===== config.mk =====
export PLATFORM = sky130hd
export DESIGN_NAME = fpcs_regs
export DESIGN_NICKNAME = d
export VERILOG_FILES = /design/src/fpcs_pkg.sv /design/src/fpcs_regs.sv
export SDC_FILE = /design/constraint.sdc
export NUM_CORES = 1
export LEC_CHECK = 0
export BUFFER_PORTS_ARGS = -buffer_cell sky130_fd_sc_hd__buf_2
export CORE_UTILIZATION = 38
export CTS_CLUSTER_SIZE = 30
export DETAILED_ROUTE_END_ITERATION = 8
export HOLD_SLACK_MARGIN = 0.08
export PLACE_DENSITY = 0.77
export SYNTH_ARGS = -nofsm -noshare
export SYNTH_HDL_FRONTEND = slang
export SYNTH_SLANG_ARGS = --single-unit

===== constraint.sdc =====
create_clock -name mclk_i -period 1.42 [get_ports mclk_i]
set_clock_uncertainty 0.2 [all_clocks]
set_input_delay 0.142 -clock mclk_i [delete_from_list [all_inputs] [get_ports mclk_i]]
set_output_delay 0.142 -clock mclk_i [all_outputs]
set_load 0.1 [all_outputs]

===== src/fpcs_pkg.sv =====
// package: encodings, field positions and types for the fp control/status registers
package fpcs_pkg;
  localparam logic [1:0] SYS_OP0 = 2'h3;
  localparam logic [2:0] SYS_OP1 = 3'h3;
  localparam logic [3:0] SYS_CRN = 4'h4;
  localparam logic [3:0] SYS_CRM = 4'h4;
  localparam logic [2:0] OP2_CTRL = 3'h0;
  localparam logic [2:0] OP2_STAT = 3'h1;
  localparam int HALF_FZ_POS = 19;
  localparam int SAT_POS = 27;
  localparam int DENORM_POS = 7;
  localparam logic [31:0] CTRL_RESET = 32'h0000_0000;
  localparam logic [31:0] STAT_RESET = 32'h0000_0000;
  // writable bits: control 26..22 and 19; status 27, 7 and 4..0
  localparam logic [31:0] CTRL_WMASK = 32'h07C8_0000;
  localparam logic [31:0] STAT_WMASK = 32'h0800_009F;

  typedef struct packed {
    logic [1:0] op0;
    logic [2:0] op1;
    logic [3:0] crn;
    logic [3:0] crm;
    logic [2:0] op2;
  } fpcs_enc_s;

  // event flags from the datapath, one-cycle pulses
  typedef struct packed {
    logic saturation;
    logic denormal_input;
    logic inexact;
    logic underflow;
    logic overflow;
    logic divide_zero;
    logic invalid_op;
  } fpcs_evt_s;
endpackage


===== src/fpcs_regs.sv =====
// fp control and status register pair behind the system register port
// Function
// (RL1) control bit 19 is the half-precision flush-to-zero control
// (RL2) bit 19 zero means IEEE compliant, one enables flush; resets to zero
// (RL3) encoding 11/011/0100/0100/000 selects the control register
// (RL4) encoding 11/011/0100/0100/001 selects the status register
// (RL5) both registers readable and writable at every exception level
// (RL6) status register is 32 bits wide
// (RL7) status bits 31..28 read zero; comparisons update condition flags instead
// (RL8) status bit 27 sets on SIMD saturation, holds until software writes zero
// (RL9) status bit 7 sets on input denormal, holds until written zero
// (RL10) status bit 4 sets on inexact, holds until written zero
// (RL11) status bit 3 sets on underflow, holds until written zero
// (RL12) status bit 2 sets on overflow, holds until written zero
// (RL13) status bit 1 sets on divide by zero, holds until written zero
// (RL14) status bit 0 sets on invalid operation, holds until written zero
// (RL15) both registers clear on reset; reserved bits read zero, ignore writes
// (RL16) a datapath event in the same cycle as a write wins over it
`timescale 1ns/1ps
module fpcs_regs
  import fpcs_pkg::*;
(
  input wire logic mclk_i,
  input wire logic reset_i,
  input wire logic sys_req_i,
  input wire logic sys_write_i,
  input wire fpcs_enc_s sys_enc_i,
  input wire logic [31:0] sys_wdata_i,
  input wire fpcs_evt_s evt_i,
  output logic [31:0] sys_rdata_o,
  output logic sys_hit_o,
  output logic [31:0] fp_control_o,
  output logic half_flush_zero_o
);
  logic [31:0] ctrl_ff;
  logic [31:0] nxt_ctrl;
  logic [31:0] stat_ff;
  logic [31:0] nxt_stat;
  logic [31:0] rdata_ff;
  logic [31:0] nxt_rdata;
  logic hit_ff;
  logic nxt_hit;
  logic hfz_ff;
  logic nxt_hfz;
  logic sel_ctrl;
  logic sel_stat;
  logic [31:0] evt_bits;

  function automatic logic enc_match(input fpcs_enc_s e, input logic [2:0] op2);
    enc_match = (e.op0 == SYS_OP0) && (e.op1 == SYS_OP1) && (e.crn == SYS_CRN) &&
                (e.crm == SYS_CRM) && (e.op2 == op2);
  endfunction

  // no exception-level input: access is never refused by privilege
  assign sel_ctrl = sys_req_i && enc_match(sys_enc_i, OP2_CTRL); // RL3 RL5
  assign sel_stat = sys_req_i && enc_match(sys_enc_i, OP2_STAT); // RL4 RL5

  always_comb begin
    evt_bits = 32'h0000_0000;
    evt_bits[SAT_POS] = evt_i.saturation; // RL8
    evt_bits[DENORM_POS] = evt_i.denormal_input; // RL9
    evt_bits[4] = evt_i.inexact; // RL10
    evt_bits[3] = evt_i.underflow; // RL11
    evt_bits[2] = evt_i.overflow; // RL12
    evt_bits[1] = evt_i.divide_zero; // RL13
    evt_bits[0] = evt_i.invalid_op; // RL14
  end

  always_comb begin
    nxt_ctrl = ctrl_ff;
    nxt_stat = stat_ff;
    if (sel_ctrl && sys_write_i) begin
      nxt_ctrl = sys_wdata_i & CTRL_WMASK; // RL15
    end
    if (sel_stat && sys_write_i) begin
      nxt_stat = sys_wdata_i & STAT_WMASK; // RL15 RL7
    end
    // set applied after the write so a same-cycle event survives
    nxt_stat = nxt_stat | (evt_bits & STAT_WMASK); // RL16 RL8 RL9 RL10 RL11 RL12 RL13 RL14
    nxt_hfz = nxt_ctrl[HALF_FZ_POS]; // RL1 RL2
    nxt_hit = sel_ctrl || sel_stat;
    nxt_rdata = 32'h0000_0000;
    if (sel_ctrl && !sys_write_i) begin
      nxt_rdata = ctrl_ff;
    end else if (sel_stat && !sys_write_i) begin
      nxt_rdata = stat_ff; // RL6
    end
  end

  always_ff @(posedge mclk_i or posedge reset_i) begin
    if (reset_i) begin
      ctrl_ff <= CTRL_RESET; // RL15 RL2
      stat_ff <= STAT_RESET; // RL15
      rdata_ff <= 32'h0000_0000;
      hit_ff <= 1'b0;
      hfz_ff <= 1'b0;
    end else begin
      ctrl_ff <= nxt_ctrl;
      stat_ff <= nxt_stat;
      rdata_ff <= nxt_rdata;
      hit_ff <= nxt_hit;
      hfz_ff <= nxt_hfz;
    end
  end

  assign sys_rdata_o = rdata_ff;
  assign sys_hit_o = hit_ff;
  assign fp_control_o = ctrl_ff;
  assign half_flush_zero_o = hfz_ff;

  stat_rsvd_a: assert property (@(posedge mclk_i) disable iff (reset_i) // RL7
    stat_ff[31:28] == 4'h0 && stat_ff[26:8] == 19'h0_0000 && stat_ff[6:5] == 2'h0)
    else $error("reserved status bits not zero");
  sat_set_a: assert property (@(posedge mclk_i) disable iff (reset_i) // RL8
    evt_i.saturation |=> stat_ff[SAT_POS])
    else $error("saturation flag not set");
  denorm_set_a: assert property (@(posedge mclk_i) disable iff (reset_i) // RL9
    evt_i.denormal_input |=> stat_ff[DENORM_POS])
    else $error("denormal flag not set");
  inexact_set_a: assert property (@(posedge mclk_i) disable iff (reset_i) // RL10
    evt_i.inexact |=> stat_ff[4])
    else $error("inexact flag not set");
  under_set_a: assert property (@(posedge mclk_i) disable iff (reset_i) // RL11
    evt_i.underflow |=> stat_ff[3])
    else $error("underflow flag not set");
  over_set_a: assert property (@(posedge mclk_i) disable iff (reset_i) // RL12
    evt_i.overflow |=> stat_ff[2])
    else $error("overflow flag not set");
  divzero_set_a: assert property (@(posedge mclk_i) disable iff (reset_i) // RL13
    evt_i.divide_zero |=> stat_ff[1])
    else $error("divide zero flag not set");
  invalid_set_a: assert property (@(posedge mclk_i) disable iff (reset_i) // RL14
    evt_i.invalid_op |=> stat_ff[0])
    else $error("invalid flag not set");
  sticky_hold_a: assert property (@(posedge mclk_i) disable iff (reset_i) // RL14
    (stat_ff[0] && !(sel_stat && sys_write_i)) |=> stat_ff[0])
    else $error("sticky flag dropped without write");
  hfz_track_a: assert property (@(posedge mclk_i) disable iff (reset_i) // RL1
    sel_ctrl && sys_write_i |=> ##1 half_flush_zero_o == $past(sys_wdata_i[HALF_FZ_POS], 2))
    else $error("half flush control mismatch");
  ctrl_read_a: assert property (@(posedge mclk_i) disable iff (reset_i) // RL3
    sel_ctrl && !sys_write_i |=> sys_hit_o && sys_rdata_o == $past(ctrl_ff))
    else $error("control read wrong");
  stat_write_a: assert property (@(posedge mclk_i) disable iff (reset_i) // RL4
    sel_stat && sys_write_i && evt_bits == 32'h0000_0000 |=>
      stat_ff == ($past(sys_wdata_i) & STAT_WMASK))
    else $error("status write wrong");
endmodule


# Yosys cells after proc, flatten, opt, wreduce, memory -nomap -nowiden
# Index checks and enable logic that the tools add are counted.
# W data, S select, Z words.
[word_totals] ff_bits=71 out_inout_bits=66 wordCells=28
[classes] n_eq_ne=5 n_mux=3 n_bitwise=1 n_reduce_logical=14
[ops] cell="$mux W32" n=3
[ops] cell="$or A32 B28 Y32" n=1
[ops] cell="$logic_and A1 B1 Y1" n=11
[ops] cell="$eq A4 B3 Y1 const B" n=2
[ops] cell="$eq A3 B1 Y1 const B" n=1
[ops] cell="$eq A3 B2 Y1 const B" n=1
[ops] cell="$logic_not A3 Y1" n=1
[ops] cell="$eq A2 B2 Y1 const B" n=1
[ops] cell="$logic_not A1 Y1" n=1
[ops] cell="$logic_or A1 B1 Y1" n=1

# Logic depth before layout (Yosys ltp)
# Gate-level depths: netlist of the first run.
[depth] ltp_word=9 mapped_depth=5 ltp_nobuf=4

# Least setup slack after synthesis of the first run
# Ideal clock, no wire load.
[synth_timing] path_type="reg-to-output" startpoint="register, netlist name half_flush_zero_o" endpoint="output port fp_control_o[19]" t_arrival_ps=1347 required_time_ps=1078 slack_ps=-269 stages_incl_launch_ff=2 path_buffers=1 cell_sequence="dfrtp_1 > buf_4"
[synth_lines] item="end: declaration" line_no="fpcs_regs.sv:32" rtl="output logic [31:0] fp_control_o,"

# Worst setup path in the final report of the first run
[layout_timing] startpoint="input port sys_enc_i[3] in the netlist's numbering" endpoint="register ctrl_ff[24], in the netlist fp_control_o[24]"
[layout_between] elab_chain_cells=5
[layout_rtl] item="start: declaration" line_no="fpcs_regs.sv:27" rtl="input wire fpcs_enc_s sys_enc_i,"
[layout_rtl] item="$eq A4 B3 Y1" line_no="fpcs_regs.sv:51" rtl="(e.crm == SYS_CRM) && (e.op2 == op2);"
[layout_rtl] item="$logic_and A1 B1 Y1" line_no="fpcs_regs.sv:50" rtl="enc_match = (e.op0 == SYS_OP0) && (e.op1 == SYS_OP1) && (e.crn == SYS_CRN) &&"
[layout_rtl] item="$logic_and A1 B1 Y1" line_no="fpcs_regs.sv:51"
[layout_rtl] item="$logic_and A1 B1 Y1" line_no="fpcs_regs.sv:55" rtl="assign sel_ctrl = sys_req_i && enc_match(sys_enc_i, OP2_CTRL);"
[layout_rtl] item="$logic_and A1 B1 Y1" line_no="fpcs_regs.sv:72" rtl="if (sel_ctrl && sys_write_i) begin"
[layout_rtl] item="end signal: assignment" line_no="fpcs_regs.sv:98" rtl="ctrl_ff <= nxt_ctrl;"
[layout_rtl] item="end: declaration" line_no="fpcs_regs.sv:35" rtl="logic [31:0] ctrl_ff;"
# No other way between the ends.
# A chain may end at the register's enable or synchronous reset.

==> flow_summary.toml, run 1 <==
[run_status]
status = "finished, violations left"
violations = "setup timing"

[die]
initial_utilization = 0.400
fp.dieW_um = 64.3
floorplan.die_area_mm2 = 0.00414
core_area_mm2 = 0.00369
die-height_um = 64.3
io_pins = 125
num_rows = 22

[worst_setup_path]
worstSetupPathDepth = 5
critical_path.reg2reg.startpoint = "stat_ff[4]"
timing.critical_path.cells = "buf_2 > nor4b_2 > and3_1 > and4bb_4 > mux2_4"
timing.critical_path.arrival_ns = 1.41
required_ns = 1.37
slowest_delay_ns = 0.34
path_buf_inv = 1
setup.worst_path.end_class = "flop"
critPathTopFamily = "simple AND/OR/NAND/NOR gates"
timing.reg2reg.worst_path_depth = 2
timing.critical_path.from_type = "input pin"
highest_delay_cell_along_the_critical_path = "and4bb_4"
cp_max_fo = 6
critical_path.reg2reg.endpoint = "stat_ff[4]"
ff2ff_setup_slack_ns = 0.27
timing.setup.critical_path_class = "input pin to flop"

[synthesis]
syn_avg_cell_area_um2 = 11.8
synthDominantCellAreaShare = 0.458
synth.top_cells.by_area = "dfrtp_1, buf_4, a311o_1, and4b_1, mux2_2"
netlist_instances = 125
yosysSeqAreaShare = 0.458
postSynthRegisterBits = 27
syn_area_mm2 = 0.00148
synth.distinct_cells = 23
synth.largest_area_cell = "dfrtp_1"
yosysWarningCount = 0

[run]
cap_violations = 0

[power_and_ir_drop]
ir_worst_vdd_mv = 0.382
total_power_draw_mw = 1.87
power_leakage_nw = 1.11
power-per-cell-area_mw_per_mm2 = 879

[global_route]
global_route.overflow_total = 0
pin_count_of_the_biggest_net_entering_global_routing = 28
first_global_vias = 1003
grt_antenna_before_repair = 0
grt_pass1_wl_um = 4560
globalRouteTotalUtil = 0.147

[final_layout]
final_net_count = 272
filler_cell_count = 314
area.sequential_um2 = 683
drive_gt1_frac = 0.439
multi_input_comb_area_um2 = 614
n_antenna_cell = 0
area.growth.synth_to_final_pct = 44.0
post_layout_nonfiller_instances = 260

[routing]
route.final.wire_length_um = 3110
num_vias = 1092
post_detailed_route_via_to_cell_ratio = 4.20
detailedRoute.firstPassIterationCount = 4
post_drt_wl_per_cell_um = 12.0
antenna_violating_nets_post_route = 0
drt_drc_violations_left = 0
detailedRoute.firstIterationViolations = 73

[min_path]
min_from = "sys_enc_i[0]"
min-delay-path-class = "input pin to flop"
worst_hold_path.num_cells = 3
min_to = "sys_rdata_o[27]"

[placement]
routabilityCongestion = 0.757
port_buffers = 60
post-dp-hpwl_um = 2080
place_inst = 234

[timing]
final-hold-violation-count = 0
period_share = 1.02
fmax_mhz = 688
drv_slew = 0
finalWorstPathRequiredPeriod_ns = 1.45
setup_tns_ns = -0.156
grt_setup_unrepaired = "yes"
setup-violations-final = 6
final_ws_setup_ns = -0.0331

[clocking]
cts.htree.levels = 1
numCtsBuffers = 3
clk_path_buf_depth = 2
post-cts-setup-buffers = 0
clock_tree_from_tritoncts = "yes"
path_clk_slew_ns = 0.09
cts.sink_count = 27
clk_lat_worst_skew_ns = 0.26
cts-root-buf = "clkbuf_8"
timing repair:
action,4_1_cts,5_1_grt
endpoints found under the hold margin,40,0
endpoints found under the setup margin,15,25
cloned,0,1
hold buffers,21,0
gates resized for setup,11,6
pin swaps,3,2
registers in the layout (all words and copies together) (netlist names):
register / cells
sys_rdata_o: 13
stat_ff: 7
fp_control_o: 5
half_flush_zero_o: 1
sys_hit_o: 1
cell usage after synthesis (all sizes together):
library cell,n
and4b,7
dfrtp,27
clkbuf,3
nand4,2
nor3b,1
nor2b,1
inv,1
buf,49
a311o,7
and2,1
o21a,7
conb,1
nor4b,2
nor2,1
and4bb,3
and2b,1
mux2,6
and3,5
worst max path at each step:
stage                             start          endpoint
after detailed placement  sys_enc_i[10]  fp_control_o[23]
after global placement    sys_enc_i[10]  fp_control_o[22]
after floorplan           sys_enc_i[10]  fp_control_o[22]
after global routing       sys_enc_i[6]  fp_control_o[24]
after CTS                  sys_enc_i[6]  fp_control_o[23]
final                      sys_enc_i[3]  fp_control_o[24]
cell usage in the layout, fill, tap and decap left out, types with 2 or more instances in the layout:
| master | count |
|---|---|
| and4bb_2 | 2 |
| dlygate4sd3_1 | 21 |
| dfrtp_2 | 6 |
| buf_12 | 7 |
| conb_1 | 45 |
| a311o_1 | 7 |
| and3_1 | 5 |
| buf_2 | 51 |
| dfrtp_1 | 21 |
| mux2_4 | 6 |
| clkbuf_8 | 3 |
| o21a_1 | 7 |
| buf_6 | 6 |
| and4b_1 | 7 |
| buf_4 | 6 |
per-stage QoR:
| stage | utilization | setup slack [ns] | cell area [µm²] | hold slack (ns) |
|---|---|---|---|---|
| after detailed placement | 0.490 | -0.432 | 1810 | 0.00923 |
| after floorplan | - | -0.248 | 1670 | -0.00570 |
| final | 0.576 | -0.0331 | 2130 | 0.156 |
| after CTS | 0.571 | -0.0415 | 2110 | 0.155 |
| after global routing | 0.576 | -0.0630 | 2130 | 0.177 |
| after global placement | 0.490 | -0.400 | 1810 | 0.00934 |
logic make-up after synthesis:
group | Yosys count | share of synthesized area
AO/OA/AOI/OAI | 14 | 0.0831
buffers and inverters | 53 | 0.263
flip-flops | 27 | 0.458
multiplexers | 6 | 0.0458
other | 1 | 0.00254
AND/OR/NAND/NOR | 24 | 0.148
power by group:
part | internal [mW] | switching (mW)
Sequential | 0.768 | 0.0000520
Combinational | 0.0988 | 0.575
Clock | 0.196 | 0.230
final cells by class:
type,instances,share of cell area
Tap cell,48,0.0283
Sequential cell,27,0.321
Multi-Input combinational cell,89,0.289
Clock buffer,3,0.0194
Timing Repair Buffer,91,0.338
Clock inverter,1,0.00235
Inverter,1,0.00177
worst min-delay path, cell delays in order:
cell and delay [ns]:
buf_2 0.10, buf_4 0.16, and4b_1 0.19
metal layers:
metal | track usage | vias to the layer above | share of wire
met2 | 0.259 | 61 | 0.51
met3 | 0.0196 | 8 | 0.059
li1 | - | 524 | -
met5 | 0 | - | 0
met4 | 0.0861 | 0 | 0.031
met1 | 0.169 | 499 | 0.40
No activity file was read; power rests on OpenSTA's default activity.
==> inputs of run 2 (changes only) <==
--- a/config.mk
+++ b/config.mk
@@ -6,6 +6,7 @@
 export NUM_CORES = 1
 export LEC_CHECK = 0
 export BUFFER_PORTS_ARGS = -buffer_cell sky130_fd_sc_hd__buf_2
+export CORE_MARGIN = 3
 export CORE_UTILIZATION = 38
 export CTS_CLUSTER_SIZE = 30
 export DETAILED_ROUTE_END_ITERATION = 8
==> run 2 against run 1 <==
Compared with the run above:
- the flow still finishes with violations (setup timing)
- combinational power is 1% higher
- critical path depth up 1
- hold slack got worse by 0.013 ns
- count of clock-buffer cells in the layout rose by 1
- sequential cell count is the same
- sequential power about the same
- via count increased by 0.82%
- first-iteration DRC count increased by 19%
- routed wire length increased by 7.7%
- sequential share of layout area is 0.32 points lower
- non-clock buffer count shrank 1
- worst setup slack gained 0.0079 ns
- critical path type unchanged
- largest power group unchanged
- highest routed layer unchanged
==> flow_summary.toml, run 2 (synthesis gave the netlist of run 1 again) <==
[run_status]
status = "finished, violations left"
violations = "setup timing"

[worst_setup_path]
critical_path.reg2reg.endpoint = "stat_ff[1]"
critPathTopFamily = "simple AND/OR/NAND/NOR gates"
setup.worst_path.end_class = "flop"
ff2ff_setup_slack_ns = 0.29
required_ns = 1.38
timing.critical_path.from_type = "input pin"
timing.setup.critical_path_class = "input pin to flop"
critical_path.reg2reg.startpoint = "stat_ff[1]"
timing.critical_path.arrival_ns = 1.41
setup.worst_path.end = "fp_control_o[25]"
path_buf_inv = 2
cp_common_cell = "buf_6"
cp_max_fo = 6
slowest_delay_ns = 0.33
highest_delay_cell_along_the_critical_path = "and4bb_1"
crit_path_start = "sys_enc_i[10]"
worstSetupPathDepth = 6
timing.critical_path.cells = "buf_6 > nor4b_4 > nand4_2 > and4bb_1 > buf_6 > mux2_4"
timing.reg2reg.worst_path_depth = 2

[min_path]
min-delay-path-class = "input pin to flop"

[timing]
period_share = 1.02
setup_tns_ns = -0.0993
finalWorstPathRequiredPeriod_ns = 1.45
fmax_mhz = 692
drv_slew = 0
grt_setup_unrepaired = "yes"
setup-violations-final = 6
fin_hold_ws_ns = 0.143
final-hold-violation-count = 0
final_ws_setup_ns = -0.0252

[global_route]
grt_pass1_wl_um = 4910
global_route.overflow_total = 0
pin_count_of_the_biggest_net_entering_global_routing = 28
grt_antenna_before_repair = 0
globalRouteTotalUtil = 0.143
first_global_vias = 1018

[routing]
num_vias = 1101
detailedRoute.firstPassIterationCount = 4
post_drt_wl_per_cell_um = 12.9
post_detailed_route_via_to_cell_ratio = 4.25
drt_drc_violations_left = 0
route.final.wire_length_um = 3350
detailedRoute.firstIterationViolations = 87
antenna_violating_nets_post_route = 0

[clocking]
path_clk_slew_ns = 0.08
cts.htree.levels = 1
clk_lat_worst_skew_ns = 0.27
clock_tree_from_tritoncts = "yes"
cts.sink_count = 27
cts-root-buf = "clkbuf_8"
clk_path_buf_depth = 2
post-cts-setup-buffers = 0
numCtsBuffers = 3

[power_and_ir_drop]
total_power_draw_mw = 1.88
power_leakage_nw = 1.11
power-per-cell-area_mw_per_mm2 = 875
ir_worst_vdd_mv = 0.458

[die]
num_rows = 22
floorplan.die_area_mm2 = 0.00467
io_pins = 125
initial_utilization = 0.397
fp.dieW_um = 68.3
die-height_um = 68.3
core_area_mm2 = 0.00372

[final_layout]
drive_gt1_frac = 0.431
area.growth.synth_to_final_pct = 45.4
n_antenna_cell = 0
layout.cells.most_common = "buf_2"
layout.cells.most_common_list = "buf_2, conb_1, dlygate4sd3_1, dfrtp_1, buf_12"
largest_reg_flops = 13
final_net_count = 271

[run]
cap_violations = 0

[placement]
port_buffers = 60
post-dp-hpwl_um = 2270
routabilityCongestion = 0.705
[run 2: changes by cell type in the layout (fill, tap and decap cells not counted)]
cell	previous run	this run
and4bb_1	0	1
and4bb_4	1	0
buf_12	7	8
buf_2	51	48
clkbuf_1	0	1
clkbuf_4	0	1
clkinv_2	1	0
nor3b_1	1	0
nor3b_2	0	1
nor4b_2	1	0
nor4b_4	1	2
[run 2: stage by stage]
stage	cell area, µm²	setup WS [ns]	cells	util
after floorplan	1670	-0.248	169	-
after global placement	1820	-0.339	234	0.490
after detailed placement	1820	-0.389	234	0.490
final	2150	-0.0252	259	0.578
after CTS	2130	-0.0302	259	0.573
after global routing	2150	-0.0642	259	0.578
[run 2: worst min-delay path by stage]
| stage | startpoint | to | slack, ns | cells after the start |
|---|---|---|---|---|
| 2_1_floorplan | reset_i | stat_ff[0] | -0.006 | 1 |
| 3_3_place_gp | reset_i | sys_rdata_o[24] | 0.002 | 3 |
| 3_5_place_dp | reset_i | sys_rdata_o[22] | 0.02 | 3 |
| 4_1_cts | sys_write_i | sys_rdata_o[3] | 0.13 | 3 |
| 5_1_grt | sys_write_i | sys_rdata_o[3] | 0.16 | 3 |
| 6_report | sys_enc_i[0] | sys_rdata_o[3] | 0.14 | 3 |
[run 2: where the power goes]
part           internal [mW]  total (mW)  switching, mW
Combinational          0.102       0.683          0.581
Clock                  0.201       0.427          0.226
Sequential             0.768       0.768      0.0000517
Total                   1.07        1.88          0.807
[run 2: cell type report]
class / count / area, µm²
tap: 48 / 60.1
sequential: 27 / 683
multi-input combinational: 89 / 624
clock buffer: 4 / 45.0
timing repair buffer: 90 / 731
fill: 304 / 1570
inverter: 1 / 3.75
[run 2: routing by layer]
metal | vias up | track usage | wire length, µm
met5 | - | 0 | 0
met4 | 0 | 0.0620 | 35
met3 | 2 | 0.0181 | 252
met2 | 56 | 0.264 | 1890
met1 | 526 | 0.164 | 1180
li1 | 517 | - | -
[run 2: worst min-delay path, stage by stage]
cell,delay (ns)
buf_2,0.10
buf_4,0.15
and4b_1,0.19
[run 2: repair_timing]
action	in CTS	in global routing
hold buffers	21	0
gates resized for setup	12	4
endpoints found under the setup margin	11	27
endpoints found under the hold margin	40	0
pin swaps	3	0
